### src/include/tksc_cfg.svh
// Constants for the touch key option strap and sync control block
// Summary of operation
// - Read option straps at power-up and every 10 s while no key detects
// - One reading is 25 samples over 250 us; all must agree
// - Speed strap low selects fast with spread drive, high selects slow with sync
// - Slow mode responds in about 100 ms, fast mode in about 60 ms
// - Sync honoured only in slow mode; spread drive only in fast mode
// - Timeout straps: LH 10 s, HL 60 s, HH toggle 10 s, LL none
// - Timeouts are counted in nominal 100 kHz oscillator periods, except with sync in slow mode
// - A stuck-key timeout recalibrates only that key
// - Toggle mode inverts a key output at each new confirmed detection
// - A timeout in toggle mode leaves the toggle level alone
// - All four keys burst together in lockstep
// - In slow mode a sync pulse wakes one burst, then sleep again
// - Without sync for about 90 ms the device wakes by itself
// - Fast sync shortens the interval; slow sync never lengthens it
// - With sync in slow mode timeouts count bursts assuming 55 Hz
// - Output needs six consecutive detections; one miss clears the integrator
`ifndef TKSC_CFG_SVH
`define TKSC_CFG_SVH
`define TKSC_CLK_HZ 200000000
`define TKSC_OSC_HZ 100000
`define TKSC_TICK_CYC (`TKSC_CLK_HZ / `TKSC_OSC_HZ)
`define TKSC_MS_TK(ms) ((ms) * (`TKSC_OSC_HZ / 1000))
`define TKSC_KEYS 4
`define TKSC_OPT_PERIOD_S 10
`define TKSC_OPT_SAMPLES 25
`define TKSC_OPT_WINDOW_US 250
`define TKSC_OPT_SPACE_TK (`TKSC_OPT_WINDOW_US * (`TKSC_OSC_HZ / 1000) / (`TKSC_OPT_SAMPLES * 1000))
`define TKSC_SLOW_GAP_MS 90
`define TKSC_FAST_GAP_MS 6
`define TKSC_BURST_MS 4
`define TKSC_TMO_SHORT_S 10
`define TKSC_TMO_LONG_S 60
`define TKSC_SYNC_HZ 55
`define TKSC_INTEG_LIMIT 6
`define TKSC_ADDR_CTRL 12'h000
`define TKSC_ADDR_STAT 12'h004
`define TKSC_ADDR_OPT 12'h008
`define TKSC_ADDR_GAP 12'h00c
`define TKSC_CTRL_RUN 0
`define TKSC_CTRL_REREAD 1
`define TKSC_ST_OUT 0
`define TKSC_ST_ACT 4
`define TKSC_ST_PEND 8
`define TKSC_ST_SLOW 12
`define TKSC_ST_TGL 13
`define TKSC_ST_SYNC 14
`define TKSC_ST_INF 15
`define TKSC_ST_LONG 16
`define TKSC_ST_STATE 20
`define TKSC_OPT_STRAPS 0
`define TKSC_OPT_BUSY 4
`define TKSC_OPT_VALID 5
`define TKSC_OPT_REJ 8
`define TKSC_STRAP_SPEED 0
`define TKSC_STRAP_A 1
`define TKSC_STRAP_B 2
`endif

### src/include/tksc_pkg.sv
// Types shared by the touch key option and sync control modules
package tksc_pkg;
    typedef enum logic [1:0] {
        tksc_sleep = 2'h0,
        tksc_burst = 2'h1,
        tksc_eval = 2'h3,
        tksc_hold = 2'h2
    } tksc_state_t;

    typedef struct packed {
        logic busy;
        logic valid;
        logic agree;
        logic reject;
        logic [4:0] cnt;
        logic [3:0] space;
        logic [2:0] first;
        logic [2:0] held;
    } tksc_rd_t;

    typedef struct packed {
        logic [2:0] integ;
        logic active;
        logic tgl;
        logic recal;
        logic [22:0] tmr;
    } tksc_key_t;

    typedef struct packed {
        tksc_state_t st;
        logic [10:0] tick_cnt;
        logic tick;
        logic [13:0] gap;
        logic [13:0] last_gap;
        logic [8:0] bcnt;
        logic [22:0] opt_tmr;
        logic opt_start;
        logic run;
        logic reread;
        logic sync_prev;
        logic sync_mode;
        logic eval;
        logic unit;
        logic burst;
        logic ss_out;
        logic ss_oe;
        logic [3:0] key_out;
        logic [7:0] rejects;
        logic pready;
        logic pslverr;
        logic [31:0] prdata;
    } tksc_main_t;
endpackage: tksc_pkg

### src/include/tksc_opt_if.sv
// Option strap reading handshake between sequencer and reader
`timescale 1ns/1ps
`default_nettype none
interface tksc_opt_if;
    logic start;
    logic busy;
    logic valid;
    logic reject;
    logic [2:0] straps;
    modport rd (input start, output busy, output valid, output reject, output straps);
    modport ctl (output start, input busy, input valid, input reject, input straps);
endinterface: tksc_opt_if
`default_nettype wire

### src/hdl/tksc_opt_reader.sv
// Option strap reader with all-samples-agree filter
`timescale 1ns/1ps
`default_nettype none
`include "tksc_cfg.svh"
module tksc_opt_reader (
    input wire logic pclk,
    input wire logic presetn,
    input wire logic ce,
    input wire logic tick,
    input wire logic speed_sync_strap,
    input wire logic timeout_strap_a,
    input wire logic timeout_strap_b,
    tksc_opt_if.rd opt
);
    localparam logic [3:0] SPACE_LAST = 4'(`TKSC_OPT_SPACE_TK - 1);
    localparam logic [4:0] SAMPLE_LAST = 5'(`TKSC_OPT_SAMPLES - 1);
    tksc_pkg::tksc_rd_t s;
    tksc_pkg::tksc_rd_t n;
    logic [2:0] pins;

    assign pins = {timeout_strap_b, timeout_strap_a, speed_sync_strap};
    assign opt.busy = s.busy;
    assign opt.valid = s.valid;
    assign opt.reject = s.reject;
    assign opt.straps = s.held;

    always_comb begin
        n = s;
        n.reject = 1'b0;
        if (opt.start && !s.busy) begin
            n.busy = 1'b1;
            n.cnt = '0;
            n.space = '0;
            n.agree = 1'b1;
        end else if (s.busy && tick) begin
            if (s.space != SPACE_LAST) begin
                n.space = s.space + 4'h1;
            end else begin
                n.space = '0;
                if (s.cnt == '0) begin
                    n.first = pins;
                end else if (pins != s.first) begin
                    n.agree = 1'b0;
                end
                if (s.cnt == SAMPLE_LAST) begin
                    n.busy = 1'b0;
                    if (n.agree) begin
                        n.held = n.first;
                        n.valid = 1'b1;
                    end else begin
                        n.reject = 1'b1;
                    end
                end else begin
                    n.cnt = s.cnt + 5'h1;
                end
            end
        end
    end

    always_ff @(posedge pclk or negedge presetn) begin
        if (!presetn) begin
            s <= '0;
        end else if (ce) begin
            s <= n;
        end
    end
endmodule: tksc_opt_reader
`default_nettype wire

### src/hdl/tksc_key.sv
// Per-key detection integrator, stuck-key timer and toggle latch
`timescale 1ns/1ps
`default_nettype none
`include "tksc_cfg.svh"
module tksc_key (
    input wire logic pclk,
    input wire logic presetn,
    input wire logic ce,
    input wire logic eval,
    input wire logic unit,
    input wire logic detect,
    input wire logic tgl_mode,
    input wire logic tmo_inf,
    input wire logic [22:0] limit,
    output logic active,
    output logic tgl_lvl,
    output logic pending,
    output logic recal
);
    localparam logic [2:0] INTEG_LAST = 3'(`TKSC_INTEG_LIMIT - 1);
    tksc_pkg::tksc_key_t s;
    tksc_pkg::tksc_key_t n;

    assign active = s.active;
    assign tgl_lvl = s.tgl;
    assign pending = (s.integ != '0);
    assign recal = s.recal;

    always_comb begin
        n = s;
        n.recal = 1'b0;
        if (eval) begin
            if (!detect) begin
                n.integ = '0;
                n.active = 1'b0;
                n.tmr = '0;
            end else if (!s.active) begin
                if (s.integ == INTEG_LAST) begin
                    n.integ = '0;
                    n.active = 1'b1;
                    n.tgl = tgl_mode ? !s.tgl : s.tgl;
                end else begin
                    n.integ = s.integ + 3'h1;
                end
            end
        end
        // Only this key is recalibrated; toggle level is kept
        if (n.active && unit && !tmo_inf) begin
            if (s.tmr >= limit) begin
                n.recal = 1'b1;
                n.active = 1'b0;
                n.integ = '0;
                n.tmr = '0;
            end else begin
                n.tmr = s.tmr + 23'h1;
            end
        end
    end

    always_ff @(posedge pclk or negedge presetn) begin
        if (!presetn) begin
            s <= '0;
        end else if (ce) begin
            s <= n;
        end
    end
endmodule: tksc_key
`default_nettype wire

### src/hdl/tksc_top.sv
// Touch key option straps, burst sequencing, sync handling and APB registers
//
// Local design decisions: the placing of the registers and the APB register port.
`timescale 1ns/1ps
`default_nettype none
`include "tksc_cfg.svh"
module tksc_top #(
    parameter logic [22:0] OPT_PERIOD_TK = 23'(`TKSC_OPT_PERIOD_S * `TKSC_OSC_HZ),
    parameter logic [22:0] TMO_SHORT_TK = 23'(`TKSC_TMO_SHORT_S * `TKSC_OSC_HZ),
    parameter logic [22:0] TMO_LONG_TK = 23'(`TKSC_TMO_LONG_S * `TKSC_OSC_HZ),
    parameter logic [13:0] SLOW_GAP_TK = 14'(`TKSC_MS_TK(`TKSC_SLOW_GAP_MS))
) (
    input wire logic pclk,
    input wire logic presetn,
    input wire logic ce,
    input wire logic [11:0] paddr,
    input wire logic psel,
    input wire logic penable,
    input wire logic pwrite,
    input wire logic [31:0] pwdata,
    output logic [31:0] prdata,
    output logic pready,
    output logic pslverr,
    input wire logic speed_sync_strap,
    input wire logic timeout_strap_a,
    input wire logic timeout_strap_b,
    input wire logic sync_ss_in,
    output logic sync_ss_out,
    output logic sync_ss_oe,
    input wire logic [`TKSC_KEYS-1:0] key_detect,
    output logic [`TKSC_KEYS-1:0] direct_level_output,
    output logic [`TKSC_KEYS-1:0] key_recal,
    output logic burst_run
);
    // ------------------------------------------------------------
    // Derived counts
    // ------------------------------------------------------------
    localparam logic [10:0] TICK_LAST = 11'(`TKSC_TICK_CYC - 1);
    localparam logic [8:0] BURST_LAST = 9'(`TKSC_MS_TK(`TKSC_BURST_MS) - 1);
    localparam logic [13:0] FAST_GAP_TK = 14'(`TKSC_MS_TK(`TKSC_FAST_GAP_MS));
    localparam logic [22:0] SYNC_SHORT = 23'(`TKSC_TMO_SHORT_S * `TKSC_SYNC_HZ);
    localparam logic [22:0] SYNC_LONG = 23'(`TKSC_TMO_LONG_S * `TKSC_SYNC_HZ);

    tksc_pkg::tksc_main_t s;
    tksc_pkg::tksc_main_t n;

    logic slow;
    logic tgl_mode;
    logic tmo_inf;
    logic tmo_long;
    logic sync_units;
    logic sync_rise;
    logic any_act;
    logic any_pend;
    logic [22:0] limit;
    logic [`TKSC_KEYS-1:0] k_act;
    logic [`TKSC_KEYS-1:0] k_tgl;
    logic [`TKSC_KEYS-1:0] k_pend;

    // ------------------------------------------------------------
    // Option reader
    // ------------------------------------------------------------
    tksc_opt_if opt_if();

    assign opt_if.start = s.opt_start;

    tksc_opt_reader u_reader (
        .pclk(pclk),
        .presetn(presetn),
        .ce(ce),
        .tick(s.tick),
        .speed_sync_strap(speed_sync_strap),
        .timeout_strap_a(timeout_strap_a),
        .timeout_strap_b(timeout_strap_b),
        .opt(opt_if)
    );

    // ------------------------------------------------------------
    // Option decode
    // ------------------------------------------------------------
    assign slow = opt_if.straps[`TKSC_STRAP_SPEED];
    assign tgl_mode = opt_if.straps[`TKSC_STRAP_A] & opt_if.straps[`TKSC_STRAP_B];
    assign tmo_inf = ~opt_if.straps[`TKSC_STRAP_A] & ~opt_if.straps[`TKSC_STRAP_B];
    assign tmo_long = opt_if.straps[`TKSC_STRAP_A] & ~opt_if.straps[`TKSC_STRAP_B];
    assign sync_units = slow & s.sync_mode;
    // Ticks are nominal oscillator periods; sync bursts assume 55 Hz
    assign limit = sync_units ? (tmo_long ? SYNC_LONG : SYNC_SHORT)
                              : (tmo_long ? TMO_LONG_TK : TMO_SHORT_TK);
    assign any_act = |k_act;
    assign any_pend = |k_pend;
    // Edge only counts while asleep, so level during a burst is ignored
    assign sync_rise = slow & sync_ss_in & ~s.sync_prev & (s.st == tksc_pkg::tksc_sleep);

    // ------------------------------------------------------------
    // Key channels
    // ------------------------------------------------------------
    // One shared eval strobe keeps every channel on the same burst
    for (genvar i = 0; i < `TKSC_KEYS; i++) begin : g_key
        tksc_key u_key (
            .pclk(pclk),
            .presetn(presetn),
            .ce(ce),
            .eval(s.eval),
            .unit(s.unit),
            .detect(key_detect[i]),
            .tgl_mode(tgl_mode),
            .tmo_inf(tmo_inf),
            .limit(limit),
            .active(k_act[i]),
            .tgl_lvl(k_tgl[i]),
            .pending(k_pend[i]),
            .recal(key_recal[i])
        );
    end

    // ------------------------------------------------------------
    // Next state
    // ------------------------------------------------------------
    always_comb begin
        logic wake;
        logic acc;
        logic [31:0] rd_word;
        wake = 1'b0;
        acc = psel && penable;
        rd_word = '0;
        n = s;
        n.tick = 1'b0;
        n.eval = 1'b0;
        n.opt_start = 1'b0;
        n.pready = 1'b0;
        n.pslverr = 1'b0;
        n.sync_prev = sync_ss_in;

        // Nominal oscillator timebase
        if (s.tick_cnt == TICK_LAST) begin
            n.tick_cnt = '0;
            n.tick = 1'b1;
        end else begin
            n.tick_cnt = s.tick_cnt + 11'h1;
        end

        // Option reading schedule
        if (s.tick && s.opt_tmr != OPT_PERIOD_TK) begin
            n.opt_tmr = s.opt_tmr + 23'h1;
        end
        // Straps share the sense pins, so a read starts only from sleep, even if a burst wakes in that same cycle
        if (!opt_if.busy && !s.opt_start && s.st == tksc_pkg::tksc_sleep) begin
            if (!opt_if.valid || s.reread || (s.opt_tmr == OPT_PERIOD_TK && !any_act)) begin
                n.opt_start = 1'b1;
                n.opt_tmr = '0;
                n.reread = 1'b0;
            end
        end
        if (opt_if.reject && s.rejects != '1) begin
            n.rejects = s.rejects + 8'h1;
        end

        // Burst sequencer
        unique case (s.st)
            tksc_pkg::tksc_sleep: begin
                if (s.tick && s.gap != '1) begin
                    n.gap = s.gap + 14'h1;
                end
                if (s.run && opt_if.valid && !opt_if.busy && !s.opt_start) begin
                    if (sync_rise) begin
                        n.sync_mode = 1'b1;
                        wake = 1'b1;
                    end else if (slow && any_pend) begin
                        // Confirmation bursts run without sleep
                        wake = 1'b1;
                    end else if (slow && s.gap >= SLOW_GAP_TK) begin
                        n.sync_mode = 1'b0;
                        wake = 1'b1;
                    end else if (!slow && s.gap >= FAST_GAP_TK) begin
                        wake = 1'b1;
                    end
                end
                if (wake) begin
                    n.st = tksc_pkg::tksc_burst;
                    n.bcnt = '0;
                    n.last_gap = s.gap;
                    n.gap = '0;
                end
            end
            tksc_pkg::tksc_burst: begin
                if (s.tick) begin
                    if (s.bcnt == BURST_LAST) begin
                        n.st = tksc_pkg::tksc_eval;
                    end else begin
                        n.bcnt = s.bcnt + 9'h1;
                    end
                end
            end
            tksc_pkg::tksc_eval: begin
                n.eval = 1'b1;
                n.st = tksc_pkg::tksc_hold;
            end
            tksc_pkg::tksc_hold: begin
                n.st = tksc_pkg::tksc_sleep;
            end
        endcase

        // Sync only means something in slow mode
        if (!slow) begin
            n.sync_mode = 1'b0;
        end
        n.unit = sync_units ? (s.st == tksc_pkg::tksc_eval) : n.tick;
        n.burst = (n.st == tksc_pkg::tksc_burst);
        n.ss_oe = opt_if.valid && !slow;
        n.ss_out = n.ss_oe && n.burst;
        n.key_out = tgl_mode ? k_tgl : k_act;

        // APB read data
        if (paddr == `TKSC_ADDR_CTRL) begin
            rd_word[`TKSC_CTRL_RUN] = s.run;
            rd_word[`TKSC_CTRL_REREAD] = s.reread;
        end else if (paddr == `TKSC_ADDR_STAT) begin
            rd_word[`TKSC_ST_OUT +: `TKSC_KEYS] = s.key_out;
            rd_word[`TKSC_ST_ACT +: `TKSC_KEYS] = k_act;
            rd_word[`TKSC_ST_PEND +: `TKSC_KEYS] = k_pend;
            rd_word[`TKSC_ST_SLOW] = slow;
            rd_word[`TKSC_ST_TGL] = tgl_mode;
            rd_word[`TKSC_ST_SYNC] = s.sync_mode;
            rd_word[`TKSC_ST_INF] = tmo_inf;
            rd_word[`TKSC_ST_LONG] = tmo_long;
            rd_word[`TKSC_ST_STATE +: 2] = s.st;
        end else if (paddr == `TKSC_ADDR_OPT) begin
            rd_word[`TKSC_OPT_STRAPS +: 3] = opt_if.straps;
            rd_word[`TKSC_OPT_BUSY] = opt_if.busy;
            rd_word[`TKSC_OPT_VALID] = opt_if.valid;
            rd_word[`TKSC_OPT_REJ +: 8] = s.rejects;
        end else if (paddr == `TKSC_ADDR_GAP) begin
            rd_word[13:0] = s.last_gap;
        end

        // APB answer one cycle into the access phase
        if (acc && !s.pready) begin
            n.pready = 1'b1;
            n.prdata = pwrite ? 32'h0 : rd_word;
            n.pslverr = !(paddr == `TKSC_ADDR_CTRL || paddr == `TKSC_ADDR_STAT ||
                          paddr == `TKSC_ADDR_OPT || paddr == `TKSC_ADDR_GAP);
        end
        // Write takes effect at the edge that completes the transfer
        if (acc && s.pready && pwrite && paddr == `TKSC_ADDR_CTRL) begin
            n.run = pwdata[`TKSC_CTRL_RUN];
            n.reread = s.reread | pwdata[`TKSC_CTRL_REREAD];
        end
    end

    // ------------------------------------------------------------
    // State register
    // ------------------------------------------------------------
    always_ff @(posedge pclk or negedge presetn) begin
        if (!presetn) begin
            s <= '0;
            s.run <= 1'b1;
        end else if (ce) begin
            s <= n;
        end
    end

    // ------------------------------------------------------------
    // Outputs
    // ------------------------------------------------------------
    assign prdata = s.prdata;
    assign pready = s.pready;
    assign pslverr = s.pslverr;
    assign sync_ss_out = s.ss_out;
    assign sync_ss_oe = s.ss_oe;
    assign direct_level_output = s.key_out;
    assign burst_run = s.burst;
endmodule: tksc_top
`default_nettype wire

### config.mk
export PLATFORM = sky130hd
export DESIGN_NAME = tksc_top
export DESIGN_NICKNAME = d
export VERILOG_FILES = /design/src/include/tksc_pkg.sv /design/src/include/tksc_opt_if.sv /design/src/hdl/tksc_opt_reader.sv /design/src/hdl/tksc_key.sv /design/src/hdl/tksc_top.sv
export VERILOG_INCLUDE_DIRS = /design/src /design/src/include
export SDC_FILE = /design/constraint.sdc
export NUM_CORES = 1
export LEC_CHECK = 0
export ABC_AREA = 1
export BUFFER_PORTS_ARGS = -buffer_cell sky130_fd_sc_hd__buf_2
export CELL_PAD_IN_SITES_DETAIL_PLACEMENT = 1
export CELL_PAD_IN_SITES_GLOBAL_PLACEMENT = 1
export CORE_AREA = 8 8 196 198
export CTS_BUF_LIST = sky130_fd_sc_hd__clkbuf_16
export DETAILED_ROUTE_END_ITERATION = 6
export DIE_AREA = 0 0 204 206
export PLACE_DENSITY_LB_ADDON = 0.1
export SYNTH_ARGS = -nofsm -noshare
export SYNTH_HDL_FRONTEND = slang
export SYNTH_SLANG_ARGS = --single-unit
### constraint.sdc
create_clock -name pclk -period 7.4 [get_ports pclk]
set_input_delay 1.85 -clock pclk [delete_from_list [all_inputs] [get_ports pclk]]
set_output_delay 1.85 -clock pclk [all_outputs]
set_load 0.02 [all_outputs]
==> summary.md, run 1 <==
| Metric | Value |
|---|---|
| Status | complete, no violations |
| Clock Skew | 0.0184 ns |
| Initial antenna violation count | 2 |
| Share of layout cells above drive strength 1 | 7.96% |
| Post-CTS setup repair buffer count | 0 |
| Count leader, synth | nand2_1 |
| Critical path class | reg2reg |
| Post-layout util | 52.9% |
| CTS Buffer Depth | 3 |
| WL final | 50,500 um |
| Worst Path Max Fanout | 23 |
| Hold crit path type | reg2reg |
| Dominant cells by area after synthesis | dfrtp_1 37%, nand2_1 15%, ha_1 6.3%, nand3_1 6.0%, nor2_1 5.3% |
| P&R area growth vs syn | 9.16% |
| Final hold vios | 0 |
| CTS H-Tree Depth | 1 |
| Sequential cell area fraction in the yosys report | 36.9% |
| Vias in the first global route | 16,800 |
| Worst vdd ir | 0.197 mV |
| First-pass GRT wire length | 85,500 um |
| DRC Markers | 0 |
| Synth Register Bits | 252 |
| Cell taking the most area after synthesis | dfrtp_1 |
| Measured slew at the worst slew-check pin | 1.13 ns |
| Synth Flop Type | dfrtp_1 |
| Total GRT Usage | 24.4% |
| Largest net degree at the start of global routing | 164 |
| Min Tclk post-route | 4.38 ns |
| Setup_tns | 0 ns |
| Skew-Pair Late Insertion Delay | 0.60 ns |
| CTS Hold Buffers Added | 0 |
| Cts repair resizes | 0 |
| Synth cell count leaders | 700 x nand2_1, 251 x dfrtp_1, 243 x nor2_1, 232 x inv_1, 204 x nand3_1 |
| Post-synth ARST share | 100% |
| Slew Limit Fails | 0 |
| Mapped Area | 0.0171 mm2 |
| CTS tree | done |
| Worst hold slack | 0.475 ns |
| Reg clk slew, reported paths | 0.07 ns |
| P_leak | 9.59 nW |
| Clock root buffer | clkbuf_16 |
| Syn Area/Cell | 7.23 um2 |
| Gr ovfl total | 0 |
| YS warnings | 0 |
| Synth cell types | 58 |
| Sw power | 0.000909 W |
| Die Wd | 204 um |
| Pre-CTS WS | 2.67 ns |
| CP startpoint kind | flip-flop |
| Max-cap violations | 0 |
| Synth Instances | 2,364 |
| Switching share of total power | 25.5% |
| # IOs | 103 |
| EDFF count, synth | 0 |
| DP HPWL | 36,300 um |
| Int Pwr | 0.00265 W |
| Area share of the largest cell type after synthesis | 36.8% |
| Port-buffer cells | 59 |
| Final #Nets | 2,520 |
| Routed Antenna Nets | 0 |
| Die Footprint | 0.0420 mm2 |
| Combinational power share | 7.6% |
| Initial drt markers | 889 |
| Fillcell total | 4,513 |
| PD cells | 191 mW/mm2 |
| Period Utilization, post-route | 59.2% |
| Highest Clock Rate | 0.228 GHz |
| Final setup violation count | 0 |
| Vias/cell | 5.50 |
| Drt pass-1 iters | 5 |
| Gpl congestion | 0.871 |
| Part of the power in registers | 41.8% |
| Clk network pwr share | 50.7% |
| Initial core utilization | 48.5% |
| CP Capture Type | flip-flop |
| RSZ-0062 raised after global routing | no |
| Wire per inst | 17.7 um |
| Critical Path RT | 7.94 ns |
| Core area | 0.0352 mm2 |
| Row cnt | 69 |
| Die Span Y | 206 um |
| Clk sinks | 252 |
| Slew headroom | 24.9% |
| Setup ws final | 3.02 ns |
| CTS buffer count | 31 |
| Vias | 15,700 |
| Worst path arrival time | 4.92 ns |
layout by cell type (no fill, tap or decap), types with 58 or more instances in the layout:
| cell | netlist | layout |
|---|---|---|
| nand2_1 | 700 | 700 |
| dfrtp_1 | 251 | 251 |
| nor2_1 | 243 | 243 |
| inv_1 | 232 | 236 |
| nand3_1 | 204 | 204 |
| ha_1 | 86 | 86 |
| o21ai_0 | 82 | 82 |
| xor2_1 | 76 | 76 |
| nand4_1 | 65 | 65 |
| a21oi_1 | 60 | 60 |
| buf_2 | 31 | 58 |
sequential cells by signal (all words and copies together) (netlist names):
name                 cells
g_key.u_key.s          104
pslverr                  1
u_reader.opt.valid       1
u_reader.opt.busy        1
g_key.u_key.recal        4
u_reader.opt.straps      3
u_reader.s              13
u_reader.opt.reject      1
prdata                  19
burst_run                1
g_key.u_key.tgl_lvl      4
pready                   1
s                       88
sync_ss_out              1
direct_level_output      4
g_key.u_key.active       4
opt_if.start             1
sync_ss_oe               1
critical path: stages, from the launching register on:
cell and delay (ns):
dfrtp_1 0.61, nand2_1 0.59, inv_1 0.79, ha_1 0.51
ha_1 0.22, nor2_1 0.04, o21ai_0 0.14, nand2_1 0.11
nand2_1 0.11, nand3_1 0.09, nor2_2 0.78, nand3b_1 0.17
nand2_1 0.12
cell type report:
class	count	area, um2	area share, %
antenna	1	2.50	0.0134
clock buffer	31	776	4.16
clock inverter	26	423	2.27
inverter	248	931	4.99
multi-input combinational	1776	9250	49.6
sequential	252	6310	33.8
tap	461	577	3.09
timing repair buffer	67	378	2.03
kinds of logic (layout without fill, tap and decap cells):
family          count (synthesis)  count (layout)  synth area share (%)
flops                         252             252                  36.9
mux                             3               3                 0.176
simple gates                 1356            1356                  34.9
buf+inv                       348             372                  9.18
fa+ha+maj                      86              86                  6.30
other cells                     1              14                0.0220
compound gates                215             215                  7.24
xor+xnor                      103             103                  5.28
per-stage QoR:
step                      cells  power (W)  area, um2
after floorplan            2376    0.00168      17100
after global placement     2804    0.00177      17400
after detailed placement   2804    0.00178      17400
after CTS                  2861    0.00360      18600
after global routing       2862    0.00370      18600
final                      2862    0.00356      18600
power groups by stage:
stage                     clock network, W  registers (W)  logic (W)
after global routing               0.00190        0.00150   0.000309
after CTS                          0.00184        0.00149   0.000273
after detailed placement                 0        0.00151   0.000271
after floorplan                          0        0.00149   0.000187
final                              0.00181        0.00149   0.000269
after global placement                   0        0.00151   0.000259
path summary, 6_finish.rpt:
check	from	endpoint	slack, ns	depth (start not counted)
setup / recovery	u_reader.opt.straps[0]$_DFFE_PN0P_	g_key[1].u_key.s[11]$_DFFE_PN0P_	3.02	12
hold reg to reg	sync_ss_oe$_DFFE_PN0P_	sync_ss_oe$_DFFE_PN0P_	0.48	1
hold / removal	sync_ss_oe$_DFFE_PN0P_	sync_ss_oe$_DFFE_PN0P_	0.48	1
setup reg to reg	u_reader.opt.straps[0]$_DFFE_PN0P_	g_key[1].u_key.s[11]$_DFFE_PN0P_	3.02	12
max in group asynchronous	presetn	u_reader.s[10]$_DFFE_PN0P_	4.97	2
min in group asynchronous	presetn	g_key[2].u_key.s[16]$_DFFE_PN0P_	1.16	1
layer usage:
metal,global-route usage (%),routed length (um),vias to the layer above
met5,0,12,-
met4,6.66,1230,2
met3,3.90,1850,81
met2,41.7,24000,224
met1,31.8,23400,7772
li1,-,-,7650
No activity file was read; power rests on OpenSTA's default activity.
==> inputs of run 2 (changes only) <==
- CORE_AREA: 8 8 196 198 -> 8 8 202 204
- DIE_AREA: 0 0 204 206 -> 0 0 210 212
- clock period: 7.4 -> 4.2 ns (I/O delays scaled with it)
==> summary.md, run 2 (synthesis results as in run 1) <==
| Metric | Value |
|---|---|
| # IOs | 103 (unchanged) |
| Vias/cell | 5.34 (-2.8%) |
| Highest Clock Rate | 0.275 GHz (+20%) |
| Die Footprint | 0.0445 mm2 (+5.9%) |
| Skew-Pair Late Insertion Delay | 0.59 ns (about the same) |
| Clk network pwr share | 46.3% (-4.4 points) |
| Post-route cell area | 0.0187 mm2 (+0.32%) |
| Vias in the first global route | 16,600 (-0.76%) |
| Commonest cells after routing, fill and taps aside | 700 x nand2_1, 251 x dfrtp_1, 243 x nor2_1 |
| Commonest non-fill, non-tap cell in the layout | nand2_1 |
| R2r worst-path depth | 15 (+3) |
| Final setup violation count | 0 (unchanged) |
| FF-to-FF setup slack | 0.56 ns (-2.46 ns) |
| PD cells | 310 mW/mm2 (+62%) |
| Critical path class | reg2reg |
| Worst Path Max Fanout | 14 (-39%) |
| Slew Limit Fails | 0 (unchanged) |
| Worst Hold End | g_key[0].u_key.tgl_lvl$_DFFE_PN0P_ |
| WL final | 50,900 um (+0.64%) |
| Post-CTS setup repair buffer count | 0 (unchanged) |
| Combinational power share | 8.5% (+0.9 points) |
| Clock root buffer | clkbuf_16 |
| Final hold vios | 0 (unchanged) |
| Clk sinks | 252 (unchanged) |
| Diode count | 0 (-1) |
| Part of the power in registers | 45.2% (+3.4 points) |
| Total power | 0.00580 W (+63%) |
| Cell Area, Placed | 0.0177 mm2 (+1.5%) |
| P&R area growth vs syn | 9.51% |
| Biggest register | g_key.u_key.s |
| Slew headroom | 28.5% (+3.6 points) |
| Worst hold path stage count | 1 (unchanged) |
| Reg clk slew, reported paths | 0.06 ns (about the same) |
| Core area | 0.0379 mm2 (+7.7%) |
| Status | complete, no violations |
| Worst path arrival time | 4.09 ns (-0.83 ns) |
| Share of layout cells above drive strength 1 | 8.36% (+0.40 points) |
| CTS Hold Buffers Added | 0 (unchanged) |
| Wire per inst | 17.3 um (-1.8%) |
| Period Utilization, post-route | 86.7% (+27 points) |
| Clock Skew | 0.0301 ns (+0.0117 ns) |
| Initial drt markers | 753 (-15%) |
| Setup_tns | 0 ns (unchanged) |
| Critical Path RT | 4.65 ns (-3.29 ns) |
| DRC Markers | 0 (unchanged) |
| Total GRT Usage | 23.1% (-1.4 points) |
| RR Endpoint | g_key[3].u_key.s[16]$_DFFE_PN0P_ |
| Final #Nets | 2,538 (+0.71%) |
| Max-cap violations | 0 (unchanged) |
| Measured slew at the worst slew-check pin | 1.07 ns (-0.0541 ns) |
| Hold crit path type | reg2reg |
| Initial antenna violation count | 1 (-1) |
| Min Tclk post-route | 3.64 ns (-0.742 ns) |
| Die Span Y | 212 um (+2.9%) |
| Gpl congestion | 0.872 (+0.15%) |
| Int Pwr | 0.00426 W (+60%) |
| Vias | 15,700 (-0.31%) |
| Initial core utilization | 45.0% (-3.5 points) |
| Fillcell total | 4,916 (+8.9%) |
| Hold Startpoint | g_key[0].u_key.tgl_lvl$_DFFE_PN0P_ |
| Worst vdd ir | 0.274 mV (+39%) |
| Sw power | 0.00154 W (+69%) |
| CTS tree | done |
| CP Capture Type | flip-flop |
| CP startpoint kind | flip-flop |
| Switching share of total power | 26.6% (+1.0 points) |
| Register Area | 0.00631 mm2 (unchanged) |
| Max FFs per register | 104 (unchanged) |
| Die Wd | 210 um (+2.9%) |
| Row cnt | 72 (+4.3%) |
| RSZ-0062 raised after global routing | no |
| Area occupied by multi-input gates | 0.00925 mm2 (unchanged) |
| Drt pass-1 iters | 4 (-1) |
| Largest net degree at the start of global routing | 103 (-37%) |
| CTS H-Tree Depth | 1 (unchanged) |
| CTS buffer count | 30 (-3.2%) |
| First-pass GRT wire length | 85,200 um (-0.29%) |
| P_leak | 9.61 nW (+0.21%) |
| DP HPWL | 37,000 um (+2.1%) |
| Worst R2R Start | u_reader.opt.straps[1]$_DFFE_PN0P_ |
| Gr ovfl total | 0 (unchanged) |
| Routed Antenna Nets | 0 (unchanged) |
| Port-buffer cells | 59 (unchanged) |
| CTS Buffer Depth | 3 (unchanged) |
| Cts repair resizes | 0 (unchanged) |
==> run 2: cell count changes in the layout (fill, tap and decap cells not counted), sizes merged <==
cell,change
diode,-1
buf,+19
clkbuf,-1
bufinv,-6
clkinv,+4
==> run 2: critical path, cell delays in order, from the launching register on <==
cell,delay [ns]
dfrtp_1,0.44
inv_1,0.09
nor2_1,0.18
buf_4,0.25
inv_1,0.08
buf_4,0.23
ha_1,0.36
ha_1,0.24
nor2_1,0.11
nor2_1,0.05
o21ai_0,0.23
nand2_1,0.11
nand4_2,0.32
clkinv_1,0.48
nand3_1,0.20
nand2_1,0.07
==> run 2: cell type report <==
class	instances	share of cell area [%]
clock buffer	30	4.01
clock inverter	24	1.32
inverter	248	4.98
multi-input combinational	1776	49.5
sequential	252	33.7
tap	518	3.46
timing repair buffer	86	3.05
==> run 2: how the worst max path moves through the flow <==
stage,startpoint,end,cells after the start
floorplan,u_reader.opt.straps[2]$_DFFE_PN0P_,g_key[1].u_key.s[11]$_DFFE_PN0P_,13
global placement,u_reader.opt.straps[1]$_DFFE_PN0P_,g_key[3].u_key.active$_DFFE_PN0P_,15
detailed placement,u_reader.opt.straps[1]$_DFFE_PN0P_,g_key[3].u_key.s[20]$_DFFE_PN0P_,15
CTS,u_reader.opt.straps[1]$_DFFE_PN0P_,g_key[3].u_key.s[16]$_DFFE_PN0P_,15
global route,u_reader.opt.straps[1]$_DFFE_PN0P_,g_key[3].u_key.s[16]$_DFFE_PN0P_,15
finish,u_reader.opt.straps[1]$_DFFE_PN0P_,g_key[3].u_key.s[16]$_DFFE_PN0P_,15
==> run 2: per-layer routing <==
layer	track usage (%)	routed length, um	vias to the layer above
met5	0	0	-
met4	6.97	1530	0
met3	3.05	1510	87
met2	38.9	23800	217
met1	30.6	24000	7690
li1	-	-	7686
==> run 2: stage by stage <==
stage	hold slack, ns	instances	setup slack (ns)	util [%]
6_report	0.473	2934	0.559	49.3
5_1_grt	0.500	2934	0.450	49.3
4_1_cts	0.473	2934	0.659	49.3
3_5_place_dp	0.460	2880	0.736	46.7
3_3_place_gp	0.456	2880	0.801	46.7
2_1_floorplan	0.440	2376	1.58	-
==> run 2: power by group through the flow <==
| stage | sequential [W] | clock (W) | combinational [W] |
|---|---|---|---|
| floorplan | 0.00263 | 0 | 0.000329 |
| global placement | 0.00266 | 0 | 0.000468 |
| detailed placement | 0.00266 | 0 | 0.000493 |
| CTS | 0.00262 | 0.00276 | 0.000496 |
| global route | 0.00264 | 0.00284 | 0.000563 |
| finish | 0.00262 | 0.00269 | 0.000490 |
